File: config.mk
export PLATFORM = sky130hd
export DESIGN_NAME = complementary_output_buffering
export DESIGN_NICKNAME = d
export VERILOG_FILES = /design/src/design/cog_buffer_pkg.sv /design/src/design/complementary_output_buffering.sv
export SDC_FILE = /design/constraint.sdc
export NUM_CORES = 1
export LEC_CHECK = 0
export BUFFER_PORTS_ARGS = -buffer_cell sky130_fd_sc_hd__buf_2
export CORE_MARGIN = 2
export CORE_UTILIZATION = 35
export CTS_BUF_LIST = sky130_fd_sc_hd__clkbuf_8 sky130_fd_sc_hd__clkbuf_16
export DETAILED_ROUTE_END_ITERATION = 10
export PLACE_DENSITY = 0.64
export SETUP_SLACK_MARGIN = 0.05
export SYNTH_ARGS = -nofsm -noshare
export SYNTH_HDL_FRONTEND = slang
export SYNTH_SLANG_ARGS = --single-unit
File: constraint.sdc
create_clock -name ref_clk -period 1.9 [get_ports ref_clk]
set_clock_uncertainty 0.2 [all_clocks]
set_input_delay 0.095 -clock ref_clk [delete_from_list [all_inputs] [get_ports ref_clk]]
set_output_delay 0.095 -clock ref_clk [all_outputs]
set_load 0.01 [all_outputs]
File: src/design/cog_buffer_pkg.sv
package cog_buffer_pkg;
  // ----------------------------------------
  // register map
  // ----------------------------------------
  localparam logic [3:0] ADDR_CONTROL = 4'h0;
  localparam logic [3:0] ADDR_SHUTDOWN = 4'h1;
  localparam logic [3:0] ADDR_RISE_PHASE = 4'h2;
  localparam logic [3:0] ADDR_FALL_PHASE = 4'h3;
  localparam logic [3:0] ADDR_RISE_DEAD = 4'h4;
  localparam logic [3:0] ADDR_FALL_DEAD = 4'h5;
  localparam logic [3:0] ADDR_RISE_BLANK = 4'h6;
  localparam logic [3:0] ADDR_FALL_BLANK = 4'h7;
  localparam logic [3:0] ADDR_INPUT_SEL = 4'h8;
  localparam logic [3:0] ADDR_ROUTE = 4'h9;
  localparam logic [3:0] ADDR_STATUS = 4'ha;
  // ----------------------------------------
  // field positions
  // ----------------------------------------
  localparam int CTL_ENABLE_BIT = 7;
  localparam int CTL_LOAD_BIT = 6;
  localparam int CTL_FAST_OSC_BIT = 0;
  localparam int SD_STATE_BIT = 6;
  localparam int SD_RESTART_BIT = 7;
  localparam int SD_OVR_A_BIT = 0;
  localparam int SD_OVR_B_BIT = 1;
  localparam int COUNT_WIDTH = 6;
  localparam int NUM_PINS = 4;
  localparam int NUM_INPUTS = 4;
  // ----------------------------------------
  // reset values and input modes
  // ----------------------------------------
  localparam logic [7:0] RESET_BYTE = 8'h00;
  localparam logic [5:0] RESET_COUNT = 6'h00;
  localparam logic [2:0] INPUT_MODE_RISE = 3'h1;
  localparam logic [2:0] INPUT_MODE_FALL = 3'h2;
  localparam logic [2:0] INPUT_MODE_FAULT = 3'h4;
  typedef struct packed {
    logic [5:0] rise_phase;
    logic [5:0] fall_phase;
    logic [5:0] rise_dead;
    logic [5:0] fall_dead;
    logic [5:0] rise_blank;
    logic [5:0] fall_blank;
  } counts_type;
  typedef enum logic [1:0] {ST_IDLE, ST_SHUTDOWN, ST_RUN} gen_state_type;
endpackage

File: src/design/complementary_output_buffering.sv
// Contract
// - enabled writes wait for load request
// - disabled writes update active buffers directly
// - load copies all counts together
// - hardware clears load bit after transfer
// - one pin input: rise, fall or fault
// - each output routes to any pins
// - keeps running while sleeping
// - fast oscillator kept on in sleep
// - generator drives pin enables itself
// - auto restart clears shutdown state
// - clearing shutdown starts the generator
// - rising blank inhibits falling events
// - falling blank inhibits rising events
`timescale 1ns/100ps
module complementary_output_buffering
  import cog_buffer_pkg::*;
(
  // clock and reset
  input wire logic ref_clk,
  input wire logic sys_rst,
  // register port
  input wire logic [3:0] reg_addr,
  input wire logic [7:0] reg_wdata,
  input wire logic reg_write,
  input wire logic reg_read,
  output logic [7:0] reg_rdata,
  // generator timing
  input wire logic gen_clk_en,
  input wire logic sleep_mode,
  // pins
  input wire logic [NUM_INPUTS-1:0] event_pins,
  input wire logic out_a,
  input wire logic out_b,
  output logic [NUM_PINS-1:0] pin_out,
  output logic [NUM_PINS-1:0] pin_oe,
  // status to core
  output counts_type active_counts,
  output logic rise_event,
  output logic fall_event,
  output logic fault_event,
  output logic running,
  output logic fast_osc_keep
);
  // ----------------------------------------
  // registers
  // ----------------------------------------
  logic [7:0] control_r, shutdown_r, input_sel_r, route_r;
  logic load_r;
  counts_type shadow_r, active_r;
  gen_state_type state_r, state_nxt;
  logic [NUM_INPUTS-1:0] sync1_r, sync2_r;
  logic pin_prev_r;
  logic [5:0] rblank_r, fblank_r;
  logic [7:0] rdata_r;
  logic [7:0] rdata_nxt;
  logic enabled, wr_ctl, wr_sd, sel_pin, pin_rise, pin_fall, rise_ok, fall_ok;
  logic [2:0] in_mode;
  logic [1:0] in_idx;
  logic shadow_wr;
  counts_type shadow_nxt;
  assign enabled = control_r[CTL_ENABLE_BIT];
  assign wr_ctl = reg_write && (reg_addr == ADDR_CONTROL);
  assign wr_sd = reg_write && (reg_addr == ADDR_SHUTDOWN);
  assign shadow_wr = reg_write && (reg_addr >= ADDR_RISE_PHASE) && (reg_addr <= ADDR_FALL_BLANK);
  // ----------------------------------------
  // shadow write decode
  // ----------------------------------------
  always_comb
  begin
    shadow_nxt = shadow_r;
    case (reg_addr)
      ADDR_RISE_PHASE: shadow_nxt.rise_phase = reg_wdata[5:0];
      ADDR_FALL_PHASE: shadow_nxt.fall_phase = reg_wdata[5:0];
      ADDR_RISE_DEAD: shadow_nxt.rise_dead = reg_wdata[5:0];
      ADDR_FALL_DEAD: shadow_nxt.fall_dead = reg_wdata[5:0];
      ADDR_RISE_BLANK: shadow_nxt.rise_blank = reg_wdata[5:0];
      ADDR_FALL_BLANK: shadow_nxt.fall_blank = reg_wdata[5:0];
      default: shadow_nxt = shadow_r;
    endcase
  end
  always_ff @(posedge ref_clk)
  begin
    if (sys_rst)
    begin
      shadow_r <= '0;
      active_r <= '0;
      load_r <= 1'b0;
    end
    else
    begin
      if (shadow_wr)
        shadow_r <= shadow_nxt;
      if (!enabled && shadow_wr)
        active_r <= shadow_nxt;
      else if (enabled && load_r && gen_clk_en)
        active_r <= shadow_r;
      if (enabled && load_r && gen_clk_en)
        load_r <= 1'b0;
      else if (wr_ctl && reg_wdata[CTL_LOAD_BIT])
        load_r <= 1'b1;
      else if (!enabled)
        load_r <= 1'b0;
    end
  end
  // ----------------------------------------
  // control, input select, route and shutdown
  // ----------------------------------------
  always_ff @(posedge ref_clk)
  begin
    if (sys_rst)
    begin
      control_r <= RESET_BYTE;
      shutdown_r <= RESET_BYTE;
      input_sel_r <= RESET_BYTE;
      route_r <= RESET_BYTE;
    end
    else
    begin
      if (wr_ctl)
        control_r <= reg_wdata;
      if (reg_write && reg_addr == ADDR_INPUT_SEL)
        input_sel_r <= reg_wdata;
      if (reg_write && reg_addr == ADDR_ROUTE)
        route_r <= reg_wdata;
      if (shutdown_r[SD_RESTART_BIT] && enabled && !wr_sd)
        shutdown_r[SD_STATE_BIT] <= 1'b0;
      else if (wr_sd)
        shutdown_r <= reg_wdata;
      if (wr_sd && reg_wdata[SD_RESTART_BIT] && enabled)
        shutdown_r[SD_STATE_BIT] <= 1'b0;
    end
  end
  // ----------------------------------------
  // generator state
  // ----------------------------------------
  always_comb
  begin
    state_nxt = state_r;
    case (state_r)
      ST_IDLE: if (enabled) state_nxt = ST_SHUTDOWN;
      ST_SHUTDOWN:
      begin
        if (!enabled)
          state_nxt = ST_IDLE;
        else if (!shutdown_r[SD_STATE_BIT])
          state_nxt = ST_RUN;
      end
      ST_RUN:
      begin
        if (!enabled)
          state_nxt = ST_IDLE;
        else if (shutdown_r[SD_STATE_BIT])
          state_nxt = ST_SHUTDOWN;
      end
      default: state_nxt = ST_IDLE;
    endcase
  end
  // ----------------------------------------
  // input pin and blanking
  // ----------------------------------------
  assign in_idx = input_sel_r[1:0];
  assign in_mode = input_sel_r[6:4];
  assign sel_pin = sync2_r[in_idx];
  assign pin_rise = sel_pin && !pin_prev_r;
  assign pin_fall = !sel_pin && pin_prev_r;
  assign rise_ok = (fblank_r == RESET_COUNT);
  assign fall_ok = (rblank_r == RESET_COUNT);
  always_ff @(posedge ref_clk)
  begin
    if (sys_rst)
    begin
      state_r <= ST_IDLE;
      sync1_r <= '0;
      sync2_r <= '0;
      pin_prev_r <= 1'b0;
      rblank_r <= RESET_COUNT;
      fblank_r <= RESET_COUNT;
      rise_event <= 1'b0;
      fall_event <= 1'b0;
      fault_event <= 1'b0;
    end
    else
    begin
      state_r <= state_nxt;
      sync1_r <= event_pins;
      sync2_r <= sync1_r;
      pin_prev_r <= sel_pin;
      rise_event <= in_mode[0] && pin_rise && rise_ok && (state_r == ST_RUN);
      fall_event <= in_mode[1] && pin_fall && fall_ok && (state_r == ST_RUN);
      fault_event <= in_mode[2] && sel_pin && enabled;
      if (rise_event)
        rblank_r <= active_r.rise_blank;
      else if (gen_clk_en && rblank_r != RESET_COUNT)
        rblank_r <= rblank_r - 6'h01;
      if (fall_event)
        fblank_r <= active_r.fall_blank;
      else if (gen_clk_en && fblank_r != RESET_COUNT)
        fblank_r <= fblank_r - 6'h01;
    end
  end
  // ----------------------------------------
  // output routing
  // ----------------------------------------
  genvar g;
  generate
    for (g = 0; g < NUM_PINS; g = g + 1)
    begin : g_route
      assign pin_out[g] = (state_r == ST_RUN) ? (route_r[g + NUM_PINS] ? out_b : out_a) :
                          (route_r[g + NUM_PINS] ? shutdown_r[SD_OVR_B_BIT] : shutdown_r[SD_OVR_A_BIT]);
      assign pin_oe[g] = route_r[g] && enabled;
    end
  endgenerate
  assign fast_osc_keep = enabled && control_r[CTL_FAST_OSC_BIT] && sleep_mode;
  assign active_counts = active_r;
  assign running = (state_r == ST_RUN);
  // ----------------------------------------
  // read back
  // ----------------------------------------
  always_comb
  begin
    case (reg_addr)
      ADDR_CONTROL: rdata_nxt = {control_r[7], load_r, control_r[5:0]};
      ADDR_SHUTDOWN: rdata_nxt = shutdown_r;
      ADDR_RISE_PHASE: rdata_nxt = {2'b00, shadow_r.rise_phase};
      ADDR_FALL_PHASE: rdata_nxt = {2'b00, shadow_r.fall_phase};
      ADDR_RISE_DEAD: rdata_nxt = {2'b00, shadow_r.rise_dead};
      ADDR_FALL_DEAD: rdata_nxt = {2'b00, shadow_r.fall_dead};
      ADDR_RISE_BLANK: rdata_nxt = {2'b00, shadow_r.rise_blank};
      ADDR_FALL_BLANK: rdata_nxt = {2'b00, shadow_r.fall_blank};
      ADDR_INPUT_SEL: rdata_nxt = input_sel_r;
      ADDR_ROUTE: rdata_nxt = route_r;
      ADDR_STATUS: rdata_nxt = {6'h00, state_r};
      default: rdata_nxt = RESET_BYTE;
    endcase
  end
  always_ff @(posedge ref_clk)
  begin
    if (sys_rst)
      rdata_r <= RESET_BYTE;
    else if (reg_read)
      rdata_r <= rdata_nxt;
    else
      rdata_r <= RESET_BYTE;
  end
  assign reg_rdata = rdata_r;
endmodule // complementary_output_buffering

Word level (Yosys, flattened, before mapping)
Index checks and enable logic that the tools add are counted.
{"block": "op_classes", "magnitude_cmp": 3, "n_mul": 0, "n_reduce_logical": 50, "addsub": 2, "bitwise_logic": 2, "n_mux": 35, "n_shift": 0, "n_eq_ne": 16, "div_mod_pow": 0}
{"operator": "$pmux 8 s11", "count": 1}
{"operator": "$mux 36", "count": 2}
{"operator": "$mux 6", "count": 10}
{"operator": "$logic_and 1x1->1", "count": 32}
{"operator": "$eq 4x3->1 const B", "count": 4}
{"operator": "$mux 1", "count": 15}
{"operator": "$eq 4x4->1 const B", "count": 3}
{"operator": "$logic_not 6->1", "count": 2}
{"operator": "$reduce_bool 6->1", "count": 2}
{"operator": "$sub 6x1->6 const B", "count": 2}
{"operator": "$mux 2", "count": 5}
{"operator": "$eq 4x2->1 const B", "count": 2}
{"operator": "$pmux 2 s3", "count": 1}
{"operator": "$reduce_bool 2->1", "count": 3}
{"operator": "$eq 4x1->1 const B", "count": 1}
{"operator": "$ge 4x2->1 const B", "count": 1}
{"operator": "$le 4x3->1 const B", "count": 1}
{"operator": "$logic_not 1->1", "count": 4}
{"operator": "$logic_not 4->1", "count": 1}
{"operator": "$reduce_or 2->1", "count": 2}
{"operator": "$lt 2x3->1 const B", "count": 1}
{"operator": "$ne 3x2->1 const B", "count": 1}
{"operator": "$ne 3x3->1 const B", "count": 1}
{"operator": "$reduce_and 3->1", "count": 1}
{"operator": "9 further kinds", "count": 10}
{"block": "totals", "output_inout_bits": 57, "latchBits": 0, "word_cells": 136, "register_bits": 139, "romBits": 0, "ramBits": 0, "input_bits": 24, "memories": 0}

Longest topological paths before layout
{"block": "depth", "word_depth": 7, "mapped_depth": 7, "ltp_nobuf": 6}

Worst setup path after synthesis
Ideal clock, no wire load.
{"block": "synth_path", "kind": "reg2reg", "start": "register rblank_r[0]", "end": "register rblank_r[3]", "n_path_buf": 0, "stages_incl_launch_ff": 7, "t_arrival_ps": 1463, "setup_slack_ps": 142, "period_less_slack_ps": 1758, "required_ps": 1605, "setup_time_ps": 95, "cell_sequence": "dfxtp_1 inv_1 ha_1 nor2b_1 nand2_1 or3b_2 a221oi_1"}
{"block": "synth_between", "elab_chain_cells": 3, "elab_cells_between_ends": 6, "classes_between": "1 x add/sub; 2 x mux; 3 x reduce/logical"}
{"element": "from (decl)", "line": "complementary_output_buffering.sv:54", "source": "logic [5:0] rblank_r, fblank_r;"}
{"element": "from (signal assigned)", "line": "complementary_output_buffering.sv:193", "source": "rblank_r <= active_r.rise_blank;"}
{"element": "from (signal assigned)", "line": "complementary_output_buffering.sv:195", "source": "rblank_r <= rblank_r - 6'h01;"}
{"element": "$sub 6x1->6 or $reduce_bool 6->1 (tied branches)", "line": "complementary_output_buffering.sv:195, complementary_output_buffering.sv:194"}
{"element": "$mux 6 or $logic_and 1x1->1 (tied branches)", "line": "complementary_output_buffering.sv:194", "source": "else if (gen_clk_en && rblank_r != RESET_COUNT)"}
{"element": "$mux 6 or $reduce_bool 2->1 (tied branches)"}
Several ways; a longest one is shown, not always the timed one. The select of a mux whose other input is x is not followed.
A chain may end at the register's enable or synchronous reset.

Worst setup path in the final report
{"block": "layout_path", "start": "register state_r[1]", "end": "output port pin_out[3]"}
{"block": "layout_between", "elab_chain_cells": 2}
{"element": "from (decl)", "line": "complementary_output_buffering.sv:51", "source": "gen_state_type state_r, state_nxt;"}
{"element": "from (signal assigned)", "line": "complementary_output_buffering.sv:185", "source": "state_r <= state_nxt;"}
{"element": "$eq 2x2->1", "line": "complementary_output_buffering.sv:209", "source": "assign pin_out[g] = (state_r == ST_RUN) ? (route_r[g + NUM_PINS] ? out_b : out_a) :"}
{"element": "$mux 1", "line": "complementary_output_buffering.sv:209"}
{"element": "to (decl)", "line": "complementary_output_buffering.sv:35", "source": "output logic [NUM_PINS-1:0] pin_out,"}
No other way between the ends.

==> impl_metrics.csv <==
group,metric,value,unit
run_status,run_status,"complete, no violations",
drt,detail_route.vias_per_cell,5.28,
layout,ff_latch_area,2770,µm²
hold_path,hold_path.class,"input pin to flop",
worst_setup_path,worst_setup_start_kind,"flop",
floorplan,start_util,0.360,
drt,drt_pre_antenna_iters,8,
synthesis,post_synth_main_area_contributors,"dfxtp_1 (41%), mux2i_1 (15%), mux2_2 (6.8%), nor2_1 (6.1%), a211oi_1 (5.9%)",
worst_setup_path,cp_max_fo,4,
sta,unrepaired_setup_endpoints_after_global_routing,"yes",
synthesis,synth_top_cell_by_area,"dfxtp_1",
worst_setup_path,critPathRequiredTime,1.60,ns
sta,slew_headroom,0.598,
synthesis,number_of_unique_standard_cell_types_used_by_synthesis,74,
floorplan,die_height,143,µm
synthesis,post_synth_and_or_nand_nor_area_fraction,0.177,
synthesis,synthesized_netlist_net_count,727,
sta,max_clock_freq,541,MHz
clocking,cts.root.buffer_cell,"clkbuf_16",
grt,first_global_vias,5369,
clocking,cts.htree.levels,4,
clocking,number_of_buffers_on_the_longest_clock_path,2,
worst_setup_path,timing.critical_path.arrival,1.56,ns
worst_setup_path,criticalPathCategory,"flop to primary output",
pwr,peakVddDrop,0.000679,V
floorplan,boundaryPins,81,
layout,antenna_cells,0,
synthesis,async_reset_ff_frac,0,
synthesis,synth-xor-area-share,0.00387,
clocking,clock_sinks,138,
clocking,clock_slew_seen_by_the_registers_of_the_worst_setup_and_hold_paths,0.06,ns
floorplan,die_outline_area,20500,µm²
worst_setup_path,cpPeakStageDelay,0.33,ns
synthesis,synthesis.instances,699,
layout,post_route_cells_drive_above_1_share,0.286,
worst_setup_path,worstPathCellList,"nor2b_4, buf_6, mux2i_4, mux2i_1, buf_2",
place,routabilityCongestion,0.839,
floorplan,placement_rows,50,
floorplan,coreArea,18900,µm²
pwr,powerDensity,962,nW/µm²
synthesis,synth_adder_area_share,0.00884,
drt,totalWireLength,19000,µm
synthesis,combinational_family_with_the_most_area_after_synthesis,"multiplexers",
synthesis,yosys.area.top_type_share,0.407,
grt,grt_usage,0.188,
grt,grt.busiest_layer,"met2",
place,dpl_cell_area,7610,µm²
pwr,power_leakage,3.51,nW
synthesis,ys_seq_area_frac,0.407,
grt,global_route.usage.met2,0.298,
drt,vias,5649,
drt,starting_drt_drc_count,440,
drt,detail-route-antenna-nets,0,
worst_setup_path,r2r_cells,6,
synthesis,yosysMostFrequentCell,"dfxtp_1",
sta,final-max-slew-violation-count,0,
synthesis,postSynthRegisterBits,138,
drt,detail_route.drc_violations,0,
layout,final_net_count,824,
worst_setup_path,rr_startpoint,"rblank_r[0]",
grt,grtUsageMet1,0.253,
grt,grt_util_met3,0.0410,
layout,syn2layout_area_growth,24.3,%
worst_setup_path,regToRegSetupSlack,0.18,ns
synthesis,post_synth_mux_area_share,0.231,
place,place_hpwl,13100,µm
place,io_buffers,80,
synthesis,edff_count_synth,0,
clocking,clkLatencyLatePin,0.43,ns
grt,antenna_found_initial,0,
grt,grt_pass1_wl,29800,µm
synthesis,syn-cell-area,6790,µm²
grt,grt-ovfl-total,0,
worst_setup_path,rr_endpoint,"rblank_r[3]",
worst_setup_path,critPathCapture,"pin_out[3]",
clocking,tritoncts.num_buffers,17,
layout,layout.cell_area.non_filler,8450,µm²
drt,wl_per_cell,17.8,µm
job,number_of_violations_of_the_max_capacitance_limit,0,
floorplan,horizontal_extent_of_the_die,143,µm
sta,final.min_clock_period,1.85,ns
worst_setup_path,critical-path-slowest-cell,"dfxtp_2",
sta,fin_crit_sh,0.974,
synthesis,synth_top_flop_cell,"dfxtp_1",
synthesis,synth_common_cells,"dfxtp_1 (138), nor2_1 (110), mux2i_1 (104)",
worst_setup_path,timing.critical_path.to_type,"primary output",
sta,worst_pin_slew,0.603,ns
synthesis,post_synth.cell_area_avg,9.72,µm²
layout,instances_no_fill,1069,
place,place_inst,1020,
synthesis,synth-compound-area-share,0.124,
grt,largest_net_degree_at_the_start_of_global_routing,128,
clocking,tritoncts,"built",
layout,multiInputGateArea,3760,µm²
worst_setup_path,critPathLaunch,"state_r[1]",
layout,fillerInstances,1897,
sta,finalSetupViolCount,0,
synthesis,synthesis.yosys.warnings,0,
sta,report.final.hold_viol_count,0,
how the worst min path moves through the flow:
stage | start | end | slack (ns) | depth (start not counted)
6_report | sys_rst | route_r[6] | 0.009 | 3
5_1_grt | reg_addr[0] | reg_rdata[2] | 0.05 | 3
4_1_cts | reg_addr[0] | reg_rdata[2] | 0.03 | 3
3_5_place_dp | event_pins[1] | sync1_r[1] | 0.11 | 2
3_3_place_gp | event_pins[0] | sync1_r[0] | 0.12 | 2
2_1_floorplan | event_pins[0] | sync1_r[0] | 0.02 | 1
sequential cells by signal, indices dropped and copies added (netlist names), 2 cells and up:
signal         cells
fblank_r           6
state_r            2
input_sel_r        8
rblank_r           6
shadow_r          36
sync1_r            4
active_counts     36
route_r            8
control_r          7
sync2_r            4
shutdown_r         8
reg_rdata          8
logic make-up (layout without fill, tap and decap cells):
logic type | Yosys count | count (layout)
muxes | 148 | 148
DFF | 138 | 138
AOI/OAI and AO/OA | 114 | 114
and+or+nand+nor | 224 | 224
buffers and inverters | 67 | 177
adders and majority gates | 5 | 5
xor gates and xnor gates | 3 | 3
routing by layer:
layer	up-vias	wire length [µm]
li1	2727	-
met1	2730	8660
met2	164	8860
met3	28	1080
met4	0	427
met5	-	0
cell usage in the layout, fill, tap and decap left out, types with 4 or more instances in the layout:
| cell type | instances |
|---|---|
| and2_1 | 6 |
| nor2_1 | 110 |
| a21oi_1 | 15 |
| nand2b_1 | 5 |
| buf_12 | 8 |
| clkbuf_16 | 17 |
| mux2i_1 | 102 |
| a22oi_1 | 6 |
| nor3_1 | 10 |
| buf_4 | 32 |
| nand3_1 | 15 |
| inv_1 | 11 |
| ha_1 | 4 |
| dfxtp_1 | 134 |
| nand2_1 | 12 |
| nor2b_1 | 17 |
| mux2_2 | 41 |
| and3_1 | 7 |
| buf_2 | 79 |
| a31oi_1 | 5 |
| o31a_1 | 5 |
| nand4_2 | 4 |
| dlygate4sd3_1 | 13 |
| a211oi_1 | 53 |
worst max-delay path: cells and delay by family, from the launching register on:
kind	cells	cell delay, ns
muxes	2	0.36
DFF	1	0.33
buffers and inverters	2	0.29
and+or+nand+nor	1	0.16
through the flow:
step	total power, mW	setup slack, ns	TNS, ns	util	hold WS, ns
2_1_floorplan	4.20	0.142	0	-	0.0232
3_3_place_gp	4.66	0.0642	0	0.403	0.119
3_5_place_dp	4.68	0.0619	0	0.403	0.109
4_1_cts	8.11	0.0474	0	0.445	0.0252
5_1_grt	8.49	-0.000737	-0.000737	0.447	0.0541
6_report	8.13	0.0499	0	0.447	0.00880
cell type report:
class,instances,area share
clock inverter,14,0.0201
clock buffer,18,0.0520
sequential,138,0.328
tap,260,0.0385
multi-input combinational,494,0.445
inverter,12,0.00533
timing repair buffer,133,0.111
power breakdown:
| group | switching (mW) | leakage [nW] | internal (mW) |
|---|---|---|---|
| Sequential | 0.186 | 1.13 | 3.09 |
| Combinational | 0.735 | 2.09 | 0.693 |
| Clock | 1.32 | 0.295 | 2.10 |
repair_timing:
action	in CTS	in global routing
hold endpoints to repair	51	0
buffers inserted	3	1
pin swaps	0	1
resized for setup	11	6
endpoints found under the setup margin	5	10
hold buffers	13	0
(Power assumes the default switching activity.)
